$ cat src/flag_pkg.sv
package flag_pkg;
  // ****************************************
  // Flag bit positions
  // ****************************************
  localparam int BIT_SIGN = 7;
  localparam int BIT_ZERO = 6;
  localparam int BIT_UNUSED_HI = 5;
  localparam int BIT_HALF = 4;
  localparam int BIT_UNUSED_LO = 3;
  localparam int BIT_PARITY = 2;
  localparam int BIT_SUB = 1;
  localparam int BIT_CARRY = 0;
  localparam logic [7:0] FLAGS_RESET = 8'h00;
  localparam logic [7:0] MSB_MASK = 8'h80;

  // ****************************************
  // Register addresses
  // ****************************************
  localparam logic [1:0] ADDR_PRIMARY = 2'h0;
  localparam logic [1:0] ADDR_ALTERNATE = 2'h1;
  localparam logic [1:0] ADDR_CONDITIONS = 2'h2;

  // ****************************************
  // Operation codes from the decoder
  // ****************************************
  typedef enum logic [4:0] {
    OP_NONE,
    OP_ADD,
    OP_ADC,
    OP_SUB,
    OP_SBC,
    OP_AND,
    OP_OR,
    OP_XOR,
    OP_DECIMAL_ADJUST,
    OP_SET_CARRY,
    OP_COMPLEMENT_CARRY,
    OP_ACC_ROT_LEFT_CIRC,
    OP_ACC_ROT_RIGHT_CIRC,
    OP_ACC_ROT_LEFT_THROUGH,
    OP_ACC_ROT_RIGHT_THROUGH,
    OP_ROT_LEFT_CIRC,
    OP_ROT_RIGHT_CIRC,
    OP_ROT_LEFT_THROUGH,
    OP_ROT_RIGHT_THROUGH,
    OP_ARITH_SHIFT_LEFT,
    OP_ARITH_SHIFT_RIGHT,
    OP_LOGIC_SHIFT_RIGHT,
    OP_BLOCK_MOVE,
    OP_BLOCK_SEARCH,
    OP_LOAD_VECTOR_REFRESH,
    OP_PORT_INPUT,
    OP_EXCHANGE
  } flag_op_t;
endpackage : flag_pkg

$ cat src/status_flag_logic.sv
`timescale 1ns/1ps
// How it works
// RULE1 - Flags: sign 7, zero 6, half 4, parity/overflow 2, subtract 1, carry 0.
// RULE2 - Primary and alternate flag registers; bits 3 and 5 carry no status.
// RULE3 - Only carry, parity/overflow, zero and sign are offered as branch conditions.
// RULE4 - Carry is set on add carry-out or subtract borrow, cleared otherwise.
// RULE5 - Decimal adjust sets carry when decimal correction of upper digit is needed.
// RULE6 - Left circular rotates and left shift put old bit 7 into carry.
// RULE7 - Right circular rotates and right shifts put old bit 0 into carry.
// RULE8 - Rotate-through-carry uses carry as ninth bit linking both byte ends.
// RULE9 - AND, OR and XOR clear carry.
// RULE10 - Set-carry forces carry to one; complement-carry inverts it.
// RULE11 - Subtract flag is cleared by additions and set by subtractions.
// RULE12 - Arithmetic parity/overflow flags signed results beyond +127 or -128.
// RULE13 - Add overflow only when like-signed operands give unlike-signed result.
// RULE14 - Subtract overflow only for unlike signs with result sign changed.
// RULE15 - Overflow equals carry into sign bit XOR carry out of it.
// RULE16 - Logic and rotate results put even parity (1 = even) in parity flag; the accumulator-only rotates leave the parity flag unchanged.
// RULE17 - Block move and search clear parity flag when counter reaches zero.
// RULE18 - Vector or refresh load copies interrupt enable shadow into parity flag.
// RULE19 - Register-indirect port input puts data parity into parity flag.
// RULE20 - Add sets half carry on carry from bit 3 into bit 4.
// RULE21 - Subtract sets half carry on borrow from bit 4.
// RULE22 - Zero flag set when the result byte is zero.
// RULE23 - Sign flag copies the result's most significant bit.
// RULE24 - Unaffected flags keep values; only the primary register takes results.
// RULE25 - Bits 3 and 5 are stored on writes; their post-operation value is undefined.
module status_flag_logic (
  // Clock and reset
  input wire logic clk_sys,
  input wire logic rst_n,
  // Operation from the decoder and datapath
  input wire logic op_valid,
  input wire flag_pkg::flag_op_t op_code,
  input wire logic [7:0] operand_a,
  input wire logic [7:0] operand_b,
  input wire logic [7:0] data_in,
  input wire logic counter_zero,
  input wire logic interrupt_enable_shadow,
  // Register port
  input wire logic [1:0] reg_addr,
  input wire logic [7:0] reg_wdata,
  input wire logic reg_write,
  input wire logic reg_read,
  output logic [7:0] reg_rdata,
  // Results and conditions
  output logic [7:0] result_q,
  output logic [7:0] flags_q,
  output logic cond_carry_q,
  output logic cond_parity_q,
  output logic cond_zero_q,
  output logic cond_sign_q
);
  import flag_pkg::*;

  // ****************************************
  // Storage
  // ****************************************
  logic [7:0] primary_q;
  logic [7:0] alternate_q;
  logic [7:0] primary_d;
  logic [7:0] alternate_d;
  logic primary_load;
  logic alternate_load;
  logic [7:0] result_d;

  // Two instances of the same storage cell RULE2
  flag_reg u_primary (
    .clk_sys(clk_sys),
    .rst_n(rst_n),
    .load(primary_load),
    .d(primary_d),
    .q(primary_q)
  );

  flag_reg u_alternate (
    .clk_sys(clk_sys),
    .rst_n(rst_n),
    .load(alternate_load),
    .d(alternate_d),
    .q(alternate_q)
  );

  // ****************************************
  // Arithmetic
  // ****************************************
  logic carry_in;
  logic is_sub;
  logic [7:0] b_eff;
  logic [4:0] low_sum;
  logic [3:0] mid_sum;
  logic [1:0] top_sum;
  logic [7:0] arith_res;
  logic carry_out;
  logic carry_sign_in;
  logic half_out;

  // Carry input and operand inversion for subtraction
  always_comb begin
    is_sub = (op_code == OP_SUB) || (op_code == OP_SBC) || (op_code == OP_BLOCK_SEARCH);
    carry_in = 1'b0;
    if (op_code == OP_ADC) begin
      carry_in = primary_q[BIT_CARRY];
    end else if ((op_code == OP_SUB) || (op_code == OP_BLOCK_SEARCH)) begin
      carry_in = 1'b1;
    end else if (op_code == OP_SBC) begin
      carry_in = ~primary_q[BIT_CARRY];
    end
    b_eff = is_sub ? ~operand_b : operand_b;
  end

  // Sliced adder exposes carries at bit 4, bit 7 and out of the byte
  assign low_sum = {1'b0, operand_a[3:0]} + {1'b0, b_eff[3:0]} + {4'h0, carry_in};
  assign mid_sum = {1'b0, operand_a[6:4]} + {1'b0, b_eff[6:4]} + {3'h0, low_sum[4]};
  assign top_sum = {1'b0, operand_a[7]} + {1'b0, b_eff[7]} + {1'b0, mid_sum[3]};
  assign arith_res = {top_sum[0], mid_sum[2:0], low_sum[3:0]};
  assign carry_sign_in = mid_sum[3];
  // Borrow is the inverted carry on subtraction RULE4
  assign carry_out = is_sub ? ~top_sum[1] : top_sum[1];
  // Half borrow is the inverted nibble carry RULE20 RULE21
  assign half_out = is_sub ? ~low_sum[4] : low_sum[4];

  // ****************************************
  // Decimal adjust
  // ****************************************
  logic da_low;
  logic da_high;
  logic [7:0] da_corr;
  logic [7:0] da_res;

  // Correction chosen by the stored subtract, half-carry and carry flags
  always_comb begin
    da_low = primary_q[BIT_HALF] || (operand_a[3:0] > 4'h9);
    da_high = primary_q[BIT_CARRY] || (operand_a > 8'h99);
    da_corr = {(da_high ? 4'h6 : 4'h0), (da_low ? 4'h6 : 4'h0)};
    da_res = primary_q[BIT_SUB] ? (operand_a - da_corr) : (operand_a + da_corr);
  end

  // ****************************************
  // Flag computation
  // ****************************************
  logic [7:0] next_f;
  logic [7:0] res;
  logic write_res;

  // Default keeps every flag, each operation overrides its own RULE24
  always_comb begin
    next_f = primary_q;
    res = operand_a;
    write_res = 1'b1;
    case (op_code)
      OP_ADD, OP_ADC, OP_SUB, OP_SBC: begin
        res = arith_res;
        next_f[BIT_CARRY] = carry_out; // RULE4
        next_f[BIT_HALF] = half_out; // RULE20 RULE21
        next_f[BIT_SUB] = is_sub; // RULE11
        // Carry into sign XOR carry out covers both sign cases RULE12 RULE13 RULE14 RULE15
        next_f[BIT_PARITY] = carry_sign_in ^ top_sum[1];
      end
      OP_AND, OP_OR, OP_XOR: begin
        if (op_code == OP_AND) begin
          res = operand_a & operand_b;
        end else if (op_code == OP_OR) begin
          res = operand_a | operand_b;
        end else begin
          res = operand_a ^ operand_b;
        end
        next_f[BIT_CARRY] = 1'b0; // RULE9
        next_f[BIT_HALF] = (op_code == OP_AND);
        next_f[BIT_SUB] = 1'b0;
        next_f[BIT_PARITY] = ~^res; // RULE16
      end
      OP_DECIMAL_ADJUST: begin
        res = da_res;
        next_f[BIT_CARRY] = da_high; // RULE5
        next_f[BIT_HALF] = primary_q[BIT_SUB] ? (primary_q[BIT_HALF] && operand_a[3:0] < 4'h6) :
                           (operand_a[3:0] > 4'h9);
        next_f[BIT_PARITY] = ~^da_res;
      end
      OP_SET_CARRY: begin
        write_res = 1'b0;
        next_f[BIT_CARRY] = 1'b1; // RULE10
        next_f[BIT_HALF] = 1'b0;
        next_f[BIT_SUB] = 1'b0;
      end
      OP_COMPLEMENT_CARRY: begin
        write_res = 1'b0;
        next_f[BIT_CARRY] = ~primary_q[BIT_CARRY]; // RULE10
        next_f[BIT_HALF] = primary_q[BIT_CARRY];
        next_f[BIT_SUB] = 1'b0;
      end
      OP_ACC_ROT_LEFT_CIRC, OP_ROT_LEFT_CIRC, OP_ARITH_SHIFT_LEFT: begin
        res = (op_code == OP_ARITH_SHIFT_LEFT) ? {operand_a[6:0], 1'b0} : {operand_a[6:0], operand_a[7]};
        next_f[BIT_CARRY] = operand_a[7]; // RULE6
        next_f[BIT_HALF] = 1'b0;
        next_f[BIT_SUB] = 1'b0;
      end
      OP_ACC_ROT_RIGHT_CIRC, OP_ROT_RIGHT_CIRC, OP_ARITH_SHIFT_RIGHT, OP_LOGIC_SHIFT_RIGHT: begin
        if (op_code == OP_ARITH_SHIFT_RIGHT) begin
          res = {operand_a[7], operand_a[7:1]};
        end else if (op_code == OP_LOGIC_SHIFT_RIGHT) begin
          res = {1'b0, operand_a[7:1]};
        end else begin
          res = {operand_a[0], operand_a[7:1]};
        end
        next_f[BIT_CARRY] = operand_a[0]; // RULE7
        next_f[BIT_HALF] = 1'b0;
        next_f[BIT_SUB] = 1'b0;
      end
      OP_ACC_ROT_LEFT_THROUGH, OP_ROT_LEFT_THROUGH: begin
        res = {operand_a[6:0], primary_q[BIT_CARRY]}; // RULE8
        next_f[BIT_CARRY] = operand_a[7]; // RULE8
        next_f[BIT_HALF] = 1'b0;
        next_f[BIT_SUB] = 1'b0;
      end
      OP_ACC_ROT_RIGHT_THROUGH, OP_ROT_RIGHT_THROUGH: begin
        res = {primary_q[BIT_CARRY], operand_a[7:1]}; // RULE8
        next_f[BIT_CARRY] = operand_a[0]; // RULE8
        next_f[BIT_HALF] = 1'b0;
        next_f[BIT_SUB] = 1'b0;
      end
      OP_BLOCK_MOVE: begin
        write_res = 1'b0;
        next_f[BIT_PARITY] = ~counter_zero; // RULE17
        next_f[BIT_HALF] = 1'b0;
        next_f[BIT_SUB] = 1'b0;
      end
      OP_BLOCK_SEARCH: begin
        write_res = 1'b0;
        res = arith_res;
        next_f[BIT_PARITY] = ~counter_zero; // RULE17
        next_f[BIT_HALF] = ~low_sum[4];
        next_f[BIT_SUB] = 1'b1;
      end
      OP_LOAD_VECTOR_REFRESH: begin
        res = data_in;
        next_f[BIT_PARITY] = interrupt_enable_shadow; // RULE18
        next_f[BIT_HALF] = 1'b0;
        next_f[BIT_SUB] = 1'b0;
      end
      OP_PORT_INPUT: begin
        res = data_in;
        next_f[BIT_PARITY] = ~^data_in; // RULE19
        next_f[BIT_HALF] = 1'b0;
        next_f[BIT_SUB] = 1'b0;
      end
      default: begin
        write_res = 1'b0;
      end
    endcase
    // Sign and zero follow the result; the accumulator-only rotates and carry ops leave them
    if (write_res || op_code == OP_BLOCK_SEARCH) begin
      if (!(op_code inside {OP_ACC_ROT_LEFT_CIRC, OP_ACC_ROT_RIGHT_CIRC,
                            OP_ACC_ROT_LEFT_THROUGH, OP_ACC_ROT_RIGHT_THROUGH})) begin
        next_f[BIT_SIGN] = res[7]; // RULE23
        next_f[BIT_ZERO] = (res == 8'h00); // RULE22
        if (op_code inside {OP_ROT_LEFT_CIRC, OP_ROT_RIGHT_CIRC, OP_ROT_LEFT_THROUGH,
                            OP_ROT_RIGHT_THROUGH, OP_ARITH_SHIFT_LEFT, OP_ARITH_SHIFT_RIGHT,
                            OP_LOGIC_SHIFT_RIGHT}) begin
          next_f[BIT_PARITY] = ~^res; // RULE16
        end
      end
    end
    // Unused positions simply hold their old contents RULE25
    next_f[BIT_UNUSED_HI] = primary_q[BIT_UNUSED_HI];
    next_f[BIT_UNUSED_LO] = primary_q[BIT_UNUSED_LO];
  end

  // ****************************************
  // Register loads
  // ****************************************
  logic exchange;
  assign exchange = op_valid && (op_code == OP_EXCHANGE);

  // Software write wins over an instruction in the same cycle; results touch only primary RULE24
  always_comb begin
    primary_load = 1'b0;
    primary_d = next_f;
    alternate_load = 1'b0;
    alternate_d = reg_wdata;
    if (reg_write && reg_addr == ADDR_PRIMARY) begin
      primary_load = 1'b1;
      primary_d = reg_wdata; // RULE25
    end else if (exchange) begin
      primary_load = 1'b1;
      primary_d = alternate_q;
    end else if (op_valid) begin
      primary_load = 1'b1;
    end
    if (reg_write && reg_addr == ADDR_ALTERNATE) begin
      alternate_load = 1'b1; // RULE25
    end else if (exchange) begin
      alternate_load = 1'b1;
      alternate_d = primary_q;
    end
  end

  // Result byte register
  always_ff @(posedge clk_sys) begin
    if (!rst_n) begin
      result_q <= 8'h00;
    end else if (op_valid && write_res) begin
      result_q <= res;
    end
  end

  // ****************************************
  // Outputs
  // ****************************************
  // Registered copy of the primary flags and the four testable conditions RULE1 RULE3
  always_ff @(posedge clk_sys) begin
    if (!rst_n) begin
      flags_q <= FLAGS_RESET;
      cond_carry_q <= 1'b0;
      cond_parity_q <= 1'b0;
      cond_zero_q <= 1'b0;
      cond_sign_q <= 1'b0;
    end else begin
      flags_q <= primary_load ? primary_d : primary_q;
      cond_carry_q <= primary_load ? primary_d[BIT_CARRY] : primary_q[BIT_CARRY]; // RULE3
      cond_parity_q <= primary_load ? primary_d[BIT_PARITY] : primary_q[BIT_PARITY]; // RULE3
      cond_zero_q <= primary_load ? primary_d[BIT_ZERO] : primary_q[BIT_ZERO]; // RULE3
      cond_sign_q <= primary_load ? primary_d[BIT_SIGN] : primary_q[BIT_SIGN]; // RULE3
    end
  end

  // Read data one cycle after the strobe, zero otherwise
  always_ff @(posedge clk_sys) begin
    if (!rst_n) begin
      reg_rdata <= 8'h00;
    end else if (reg_read) begin
      case (reg_addr)
        ADDR_PRIMARY: reg_rdata <= primary_q;
        ADDR_ALTERNATE: reg_rdata <= alternate_q;
        ADDR_CONDITIONS: reg_rdata <= {4'h0, primary_q[BIT_SIGN], primary_q[BIT_ZERO],
                                       primary_q[BIT_PARITY], primary_q[BIT_CARRY]};
        default: reg_rdata <= 8'h00;
      endcase
    end else begin
      reg_rdata <= 8'h00;
    end
  end
endmodule : status_flag_logic

$ cat src/flag_reg.sv
`timescale 1ns/1ps
// Eight-bit storage element for one flag register
module flag_reg (
  // Clock and reset
  input wire logic clk_sys,
  input wire logic rst_n,
  // Load port
  input wire logic load,
  input wire logic [7:0] d,
  // Stored value
  output logic [7:0] q
);
  import flag_pkg::*;

  // Loads all eight bits, unused positions included
  always_ff @(posedge clk_sys) begin
    if (!rst_n) begin
      q <= FLAGS_RESET;
    end else if (load) begin
      q <= d;
    end
  end
endmodule : flag_reg

$ cat config.mk
export PLATFORM = sky130hd
export DESIGN_NAME = status_flag_logic
export DESIGN_NICKNAME = d
export VERILOG_FILES = /design/src/flag_pkg.sv /design/src/status_flag_logic.sv /design/src/flag_reg.sv
export SDC_FILE = /design/constraint.sdc
export NUM_CORES = 1
export LEC_CHECK = 0
export ABC_AREA = 1
export BUFFER_PORTS_ARGS = -buffer_cell sky130_fd_sc_hd__buf_2
export CAP_MARGIN = 40
export CORE_ASPECT_RATIO = 1.25
export CORE_UTILIZATION = 63
export CTS_CLUSTER_DIAMETER = 100
export DETAILED_ROUTE_END_ITERATION = 10
export GPL_TIMING_DRIVEN = 1
export PLACE_DENSITY_LB_ADDON = 0.15
export SYNTH_ARGS = -nofsm -noshare
export SYNTH_HDL_FRONTEND = slang
export SYNTH_SLANG_ARGS = --single-unit
$ cat constraint.sdc
create_clock -name clk_sys -period 14.1 [get_ports clk_sys]
set_input_delay 1.41 -clock clk_sys [delete_from_list [all_inputs] [get_ports clk_sys]]
set_output_delay 1.41 -clock clk_sys [all_outputs]
set_load 0.005 [all_outputs]
==> results.json, run 1 <==
{
  "synthAdderAreaFrac_pct": 11.73,
  "wl_um": 15040,
  "die_area_um2": 7455,
  "status": "finished clean",
  "core-area_um2": 6934,
  "crit_type": "in2reg",
  "synth_top_family_by_area": "simple AND/OR/NAND/NOR gates",
  "finalClockSkew_ns": 0.008324,
  "async_reset_ff_share_pct": 0,
  "synth-seq-cells": 36,
  "syn-num-nets": 835,
  "fmax_mhz": 140.7,
  "synth_top_area_cell": "nand2_1",
  "drt_pre_antenna_iters": 6,
  "syn_to_final_growth_pct": 11.06,
  "overflow": 0,
  "synth.most_common_cell": "nand2_1",
  "grt_max_degree": 28,
  "drive_gt1_share_pct": 15.93,
  "yosysSeqAreaShare_pct": 16.08,
  "hold_viol": 0,
  "root_buffer": "clkbuf_8",
  "cp.arrival_ns": 7.33,
  "synthTopCellsByArea": "nand2_1 22%, dfxtp_1 16%, ha_1 9.5%",
  "clkTransAtPathRegs_ns": 0.07,
  "worstPathRequired_ns": 14.32,
  "max-cap-violations": 0,
  "antenna_left": 0,
  "start_util_pct": 64.62,
  "syn_area_per_cell_um2": 5.974,
  "grt_pass1_wl_um": 22820,
  "synth_flop_cell": "dfxtp_1",
  "cts_tree": "yes",
  "pin_count": 74,
  "dieHeight_um": 96.29,
  "vdd_drop_max_v": 0.00008977,
  "clk_path_buf_depth": 2,
  "die_w_um": 77.43,
  "slowest_delay_ns": 0.51,
  "synth_common_cells": "265 x nand2_1, 103 x inv_1, 60 x nand3_1",
  "tightest_slew_ns": 1.008,
  "fin_ws_ns": 6.993,
  "muxShareOfSynthArea_pct": 0,
  "setup_viol": 0,
  "synth-edff-count": 0,
  "antenna_found_initial": 0,
  "finalCriticalPeriod_ns": 7.107,
  "core.rowCount": 34,
  "grt_pass1_vias": 4810,
  "crit_fanout": 13,
  "clock_latency_ns": 0.29,
  "dp_slack_ns": 6.722,
  "cts_hold_buf": 0,
  "netlist_area_um2": 4481,
  "portBuffers": 73,
  "postCtsSetupBuffers": 0,
  "nets": 901,
  "fin_crit_sh_pct": 50.40,
  "drt_iter0_drc": 437,
  "post-place-cells": 899,
  "slowest_stage": "nor2_2",
  "end_kind": "flip-flop",
  "synth_simple_gate_area_share_pct": 41.22,
  "vias": 5395,
  "num_antenna_cells": 0,
  "min_path_type": "reg2reg",
  "track_usage_pct": 39.55,
  "start_kind": "primary input",
  "dp_hpwl_um": 11980,
  "slew_violations": 0,
  "p_per_area_nw_per_um2": 83.96,
  "synthCells": 750,
  "fillers": 610,
  "yosysWarnings": 0,
  "drc": 0,
  "cts-resized-gates": 0,
  "finalNonFillerCells": 906,
  "synthDominantCellAreaShare_pct": 22.20,
  "synth_compound_area_share_pct": 15.14,
  "rsz0062_at_grt": "false",
  "cts.sinks": 36,
  "synth_xor_area_share_pct": 4.300,
  "numCtsBuffers": 5,
  "wire_per_inst_um": 16.60,
  "synth_cell_types": 51,
  "cpMostUsedCell": "nand2_1",
  "viasPerCell": 5.955,
  "relSlewSlack_pct": 32.46,
  "leakage_nw": 2.698,
  "routabilityCongestion": 0.9862,
  "tns_ns": 0,
  "h-tree-depth": 2
}
[final cells by class]
cell class / count / area, um2 / area share (%)
Tap cell: 90 / 112.6 / 2.263
Multi-Input combinational cell: 586 / 3243 / 65.17
Inverter: 114 / 437.9 / 8.801
Clock buffer: 7 / 96.34 / 1.936
Sequential cell: 36 / 720.7 / 14.48
Timing Repair Buffer: 73 / 365.4 / 7.342
[worst max-delay path: cells and delay by family]
family | cells | cell delay, ns
AOI/OAI and AO/OA | 4 | 0.72
buffers and inverters | 5 | 0.46
adders and majority gates | 5 | 1.95
and+or+nand+nor | 15 | 2.27
xor gates and xnor gates | 3 | 0.49
[through the flow]
step	power (mW)	hold WS, ns	cell area [um2]	utilization [%]
2_1_floorplan	0.2720	0.4540	4481	-
3_3_place_gp	0.3227	0.4645	4880	70.37
3_5_place_dp	0.3319	0.4787	4880	70.37
4_1_cts	0.4112	0.4910	4976	71.76
5_1_grt	0.4449	0.5180	4976	71.76
6_report	0.4178	0.4956	4976	71.76
[sequential cells by signal (all words and copies together), names as in the netlist]
signal,cells
result_q,8
cond_parity_q,1
cond_zero_q,1
reg_rdata,8
u_alternate.q,8
cond_carry_q,1
flags_q,8
cond_sign_q,1
[kinds of logic (layout without fill, tap and decap cells)]
| kind of cell | Yosys count | in the layout |
|---|---|---|
| AOI/OAI and AO/OA | 102 | 102 |
| xor gates and xnor gates | 22 | 22 |
| adders and majority gates | 39 | 39 |
| buffers and inverters | 128 | 194 |
| DFF | 36 | 36 |
| and+or+nand+nor | 423 | 423 |
[per-layer routing]
metal / vias to the layer above / part of all wire (%) / track usage (%)
met5: - / 0 / 0
met4: 0 / 7.0 / 25.94
met3: 81 / 6.3 / 3.697
met2: 285 / 48 / 71.53
met1: 2462 / 38 / 44.50
li1: 2567 / - / -
[path summary, 6_finish.rpt]
check / start / end / cells after the start / slack, ns
max: op_code[2] / flags_q[2]$_SDFFE_PN0N_ / 32 / 6.99
min: result_q[5]$_SDFFE_PN0P_ / result_q[5]$_SDFFE_PN0P_ / 2 / 0.50
max reg2reg: flags_q[0]$_SDFFE_PN0N_ / flags_q[2]$_SDFFE_PN0N_ / 27 / 8.95
min reg2reg: result_q[5]$_SDFFE_PN0P_ / result_q[5]$_SDFFE_PN0P_ / 2 / 0.50
[power by group]
| group | internal (mW) | switching [mW] |
|---|---|---|
| Sequential | 0.109 | 0.00787 |
| Clock | 0.0435 | 0.0370 |
| Combinational | 0.0792 | 0.141 |
| Total | 0.232 | 0.186 |
[layout by cell type, fill, tap and decap left out, types with 2 or more instances in the layout]
cell and n:
nand2_1 265, inv_1 103, buf_2 73, nand3_1 60
nor2_1 43, dfxtp_1 36, ha_1 34, a21oi_1 29
o21ai_0 22, xor2_1 13, o211ai_1 13, nand4_1 10
a31oi_1 10, xnor2_1 9, inv_2 9, nor2_2 9
nor3_1 8, or2_2 8, clkbuf_8 7, nand2_2 5
fa_1 5, nor2_4 4, a221oi_1 4, o2111ai_1 4
o221ai_1 4, a21oi_2 2, inv_6 2, a22oi_1 2
nand3b_1 2, o21ai_1 2
Power figures use the tool's default switching activity.
==> inputs of run 2 (changes only) <==
Settings changed: CORE_UTILIZATION 63 to 53.
Clock period 14.1 ns to 6.3 ns, I/O delays scaled along.
==> run 2 against run 1 <==
  * Clock skew increased by 0.00088 ns
  * Largest cell class unchanged
  * Critical endpoint is now cond_parity_q$_SDFF_PN0_
  * Setup slack got worse by 6.1 ns
  * The run now ends with DRC left
  * Clock-buffer cell count down 1
  * Final cell count is 1.4% higher
  * Flip-flop and latch count did not move
  * Combinational power is 120% higher
  * Sequential share of layout area shrank 0.12 points
  * Non-clock buffer count is 5 higher
  * Routed wire length decreased by 1.1%
==> results.json, run 2 (synthesis gave the netlist of run 1 again) <==
{
  "rsz0062_at_grt": "false",
  "core-area_um2": 8194,
  "finalCriticalPeriod_ns": 5.383,
  "violations": "DRC",
  "regArea_um2": 720.7,
  "max-cap-violations": 0,
  "wl_um": 14880,
  "antenna_found_initial": 0,
  "drc": 8,
  "syn_to_final_growth_pct": 12.01,
  "status": "finished with violations",
  "portBuffers": 73,
  "grtUsageMet1_pct": 40.06,
  "end_kind": "flip-flop",
  "dp_slack_ns": 0.6415,
  "cp_top_family": "adder cells",
  "vias": 5294,
  "drive_gt1_share_pct": 16.55,
  "dp_hpwl_um": 12100,
  "fillers": 810,
  "leakage_nw": 2.724,
  "start_kind": "primary input",
  "slowest_delay_ns": 0.46,
  "routabilityCongestion": 1.017,
  "grt_pass1_vias": 4852,
  "wire_per_inst_um": 16.19,
  "multiInputGateArea_um2": 3243,
  "vdd_drop_max_v": 0.0002413,
  "tns_ns": 0,
  "finalNonFillerCells": 919,
  "p_per_area_nw_per_um2": 183.7,
  "slowest_stage": "fa_1",
  "grt_pass1_wl_um": 23600,
  "dieHeight_um": 104.8,
  "crit_fanout": 11,
  "grt.met3_usage_pct": 3.239,
  "slew_violations": 0,
  "h-tree-depth": 2,
  "antenna_left": 0,
  "drt_iter0_drc": 429,
  "cts_tree": "yes",
  "crit_type": "in2reg",
  "cts.sinks": 36,
  "grt_max_degree": 28,
  "cp.buffers_inverters": 7,
  "clkTransAtPathRegs_ns": 0.08,
  "tightest_slew_ns": 0.9015,
  "track_usage_pct": 34.20,
  "min_path_type": "reg2reg",
  "cts-resized-gates": 0,
  "cp.arrival_ns": 5.62,
  "viasPerCell": 5.761,
  "pin_count": 74,
  "hold_viol": 0,
  "drt_pre_antenna_iters": 8,
  "numCtsBuffers": 5,
  "post-place-cells": 911,
  "relSlewSlack_pct": 39.68,
  "finalClockSkew_ns": 0.009205,
  "overflow": 0,
  "num_antenna_cells": 0,
  "hold_start": "u_alternate.q[1]$_SDFFE_PN0P_",
  "worstPathRequired_ns": 6.54,
  "fin_crit_sh_pct": 85.44,
  "root_buffer": "clkbuf_8",
  "die_w_um": 84.24,
  "crit_start": "op_code[4]",
  "final_cell_mix": "265 x nand2_1, 103 x inv_1, 73 x buf_2, 60 x nand3_1, 43 x nor2_1",
  "clock_latency_ns": 0.31,
  "gr-usage-met2_pct": 60.25,
  "gr-max-usage-layer": "met2",
  "fmax_mhz": 185.8,
  "postCtsSetupBuffers": 0,
  "cpMostUsedCell": "nand2_1",
  "start_util_pct": 54.68,
  "layout_commonest_cell": "nand2_1",
  "nets": 906,
  "fin_ws_ns": 0.9170,
  "setup_viol": 0,
  "cts_hold_buf": 0,
  "core.rowCount": 37,
  "die_area_um2": 8828,
  "reg2reg_from": "flags_q[0]$_SDFFE_PN0N_",
  "clk_path_buf_depth": 2
}
-- run 2: cell types whose count changed in the layout (fill, tap and decap cells not counted), sizes merged --
cell,change
buf,+5
clkinv,+2
clkbuf,-1
-- run 2: through the flow --
step	cell area (um2)	power, mW	hold WS [ns]	utilization, %
floorplan	4481	0.6088	0.4540	-
global placement	4918	0.7343	0.4679	60.02
detailed placement	4926	0.7462	0.4697	60.12
CTS	5019	0.9179	0.4805	61.25
global route	5019	0.9945	0.5170	61.25
finish	5019	0.9221	0.4804	61.25
-- run 2: worst paths after layout --
check | endpoint | slack (ns) | cells after the start
max | cond_parity_q$_SDFF_PN0_ | 0.92 | 32
min | u_alternate.q[1]$_SDFFE_PN0P_ | 0.48 | 2
max reg2reg | cond_parity_q$_SDFF_PN0_ | 1.41 | 28
min reg2reg | u_alternate.q[1]$_SDFFE_PN0P_ | 0.48 | 2
-- run 2: area by class of cell --
class	count	area share, %
flip-flops and latches	36	14.36
well taps	97	2.418
repair buffers	78	8.028
multi-input cells	586	64.62
clock buffers	6	1.645
clock inverters	2	0.1995
inverters	114	8.726
-- run 2: power by group --
part | switching, mW | internal [mW]
sequential | 0.0159 | 0.244
combinational | 0.309 | 0.180
clock | 0.0857 | 0.0872
total | 0.411 | 0.511
-- run 2: layer usage --
layer	wire length [um]	share of wire [%]
met1	5892	40
met2	7336	49
met3	918	6.2
met4	730	4.9
met5	0	0
-- run 2: tightest hold or removal path, cell delays in order, from the launching register on --
cell and delay, ns:
dfxtp_1 0.31, nand2_1 0.06, a31oi_1 0.06
==> inputs of run 3 (changes only) <==
Settings changed: CORE_UTILIZATION 53 to 25, PLACE_DENSITY_LB_ADDON 0.15 to unset, SETUP_SLACK_MARGIN set to 0.02.
==> run 3 against run 2 <==
  * The run now ends clean
  * Non-clock buffer count decreased by 1
  * Hold slack barely moved
  * Fmax down 4.0%
  * Setup slack worse by 0.23 ns
  * Highest routed layer unchanged
  * Via count down 3.9%
  * Critical path depth shrank 1
  * Core utilization decreased by 31 points
  * Critical endpoint unchanged
  * Clock skew decreased by 0.0026 ns
  * Register-to-register slack worse by 0.09 ns
  * Final area is 4.2% higher
  * Largest power group unchanged
  * Final cell count is 14% higher
==> results.json, run 3 (synthesis gave the netlist of run 1 again) <==
{
  "status": "finished clean",
  "end_kind": "flip-flop",
  "setup_viol": 0,
  "fin_crit_sh_pct": 89.03,
  "r2r-end": "cond_parity_q$_SDFF_PN0_",
  "finalNonFillerCells": 1044,
  "reg2reg_depth": 27,
  "max-cap-violations": 0,
  "track_usage_pct": 17.48,
  "relSlewSlack_pct": 41.21,
  "h-tree-depth": 2,
  "worstPathRequired_ns": 6.50,
  "leakage_nw": 2.744,
  "die_area_um2": 18460,
  "drt_pre_antenna_iters": 8,
  "clkTransAtPathRegs_ns": 0.06,
  "cts.sinks": 36,
  "slew_violations": 0,
  "intPower_uw": 588.9,
  "portBuffers": 73,
  "vias": 5088,
  "overflow": 0,
  "core-area_um2": 17500,
  "numCtsBuffers": 5,
  "grt_pass1_vias": 4739,
  "min_path_type": "reg2reg",
  "wire_per_inst_um": 15.45,
  "tns_ns": 0,
  "power_mw": 1.002,
  "pin_count": 74,
  "hold_start": "u_alternate.q[5]$_SDFFE_PN0P_",
  "drive_gt1_share_pct": 16.34,
  "holdPathStages": 2,
  "antenna_left": 0,
  "clock_latency_ns": 0.28,
  "drc": 0,
  "p_per_area_nw_per_um2": 191.6,
  "combPwrFrac_pct": 48.7,
  "pwr-share-clk_pct": 25.2,
  "routabilityCongestion": 0.9617,
  "final_cell_mix": "265 x nand2_1, 103 x inv_1, 73 x buf_2, 60 x nand3_1, 43 x nor2_1",
  "syn_to_final_growth_pct": 16.73,
  "post-place-cells": 1037,
  "drt_iter0_drc": 315,
  "vdd_drop_max_v": 0.0001664,
  "hold_path_end": "reg_rdata[5]$_SDFF_PN0_",
  "p_sw_uw": 413.3,
  "layout_commonest_cell": "nand2_1",
  "viasPerCell": 4.874,
  "cp_top_family": "adder cells",
  "cts-resized-gates": 0,
  "cts_tree": "yes",
  "fmax_mhz": 178.3,
  "start_kind": "primary input",
  "dpl_cell_area_um2": 5077,
  "cpMostUsedCell": "nand2_1",
  "tightest_slew_ns": 0.8785,
  "root_buffer": "clkbuf_16",
  "reg2reg_slack_ns": 1.32,
  "grt_max_degree": 28,
  "start_util_pct": 25.60,
  "finalCriticalPeriod_ns": 5.609,
  "rsz0062_at_grt": "false",
  "nets": 905,
  "final_area_um2": 5230,
  "hold_viol": 0,
  "antenna_found_initial": 0,
  "dieHeight_um": 151.7,
  "slowest_delay_ns": 0.46,
  "cp.arrival_ns": 5.81,
  "wl_um": 16130,
  "num_antenna_cells": 0,
  "finalClockSkew_ns": 0.006599,
  "crit_type": "in2reg",
  "dp_hpwl_um": 13450,
  "die_w_um": 121.7,
  "reg2reg_from": "flags_q[0]$_SDFFE_PN0N_",
  "post-route-util_pct": 29.89,
  "postCtsSetupBuffers": 0,
  "clk_path_buf_depth": 2,
  "cp.buffers_inverters": 6,
  "switching_share_pct": 41.24,
  "crit_fanout": 11,
  "grt_pass1_wl_um": 24860,
  "slowest_stage": "fa_1",
  "power.share.sequential_pct": 26.1,
  "core.rowCount": 54,
  "cts_hold_buf": 0
}
run 3: cell types whose count changed in the layout (fill, tap and decap cells not counted), sizes merged:
cell    change
buf         -1
clkbuf      +1
clkinv      -2
run 3: how the worst max path moves through the flow:
stage / start / to / depth (start not counted)
6_report: op_code[4] / cond_parity_q$_SDFF_PN0_ / 31
5_1_grt: op_code[4] / cond_parity_q$_SDFF_PN0_ / 31
4_1_cts: op_code[4] / cond_parity_q$_SDFF_PN0_ / 31
3_5_place_dp: op_code[4] / cond_parity_q$_SDFF_PN0_ / 31
3_3_place_gp: op_code[4] / cond_parity_q$_SDFF_PN0_ / 31
2_1_floorplan: op_code[2] / cond_parity_q$_SDFF_PN0_ / 33
run 3: layer usage:
metal | vias to the layer above | track usage, % | part of all wire, %
met3 | 50 | 1.796 | 5.6
met5 | - | 0 | 0
met4 | 0 | 8.827 | 4.9
met1 | 2281 | 21.01 | 42
li1 | 2561 | - | -
met2 | 196 | 30.62 | 47
run 3: final cells by class:
| class | instances | area, um2 |
|---|---|---|
| inverter | 114 | 437.9 |
| clock buffer | 7 | 152.6 |
| fill | 1966 | 12270 |
| sequential | 36 | 720.7 |
| timing repair buffer | 77 | 395.4 |
| multi-input combinational | 586 | 3243 |
| tap | 224 | 280.3 |
run 3: power groups by stage:
stage / Sequential (mW) / Combinational (mW) / Clock, mW
final: 0.261 / 0.488 / 0.253
after global placement: 0.266 / 0.480 / 0
after CTS: 0.261 / 0.487 / 0.258
after detailed placement: 0.266 / 0.485 / 0
after global routing: 0.263 / 0.552 / 0.266
after floorplan: 0.261 / 0.348 / 0
run 3: stage by stage:
step / setup slack, ns / hold slack (ns)
after floorplan: 0.9367 / 0.4540
after global placement: 0.5759 / 0.4703
after detailed placement: 0.4682 / 0.4772
after CTS: 0.7094 / 0.4823
after global routing: 0.2086 / 0.5128
final: 0.6911 / 0.4803
run 3: worst reg2reg max path: stages (launching register included):
cell	delay, ns
dfxtp_1	0.56
inv_1	0.21
nand3_1	0.12
nand2_1	0.07
fa_1	0.40
fa_1	0.41
a31oi_1	0.32
inv_1	0.10
fa_1	0.41
nand2_1	0.08
nand2_1	0.05
a21oi_1	0.16
inv_1	0.10
fa_1	0.46
nand2_1	0.08
nand3_1	0.08
nor3_1	0.18
nand2_2	0.09
inv_2	0.07
ha_1	0.22
xnor2_1	0.17
xnor2_1	0.13
nor2_1	0.06
nor2_1	0.09
nand2_1	0.06
nand2_1	0.05
nand2_1	0.06
a21oi_2	0.13
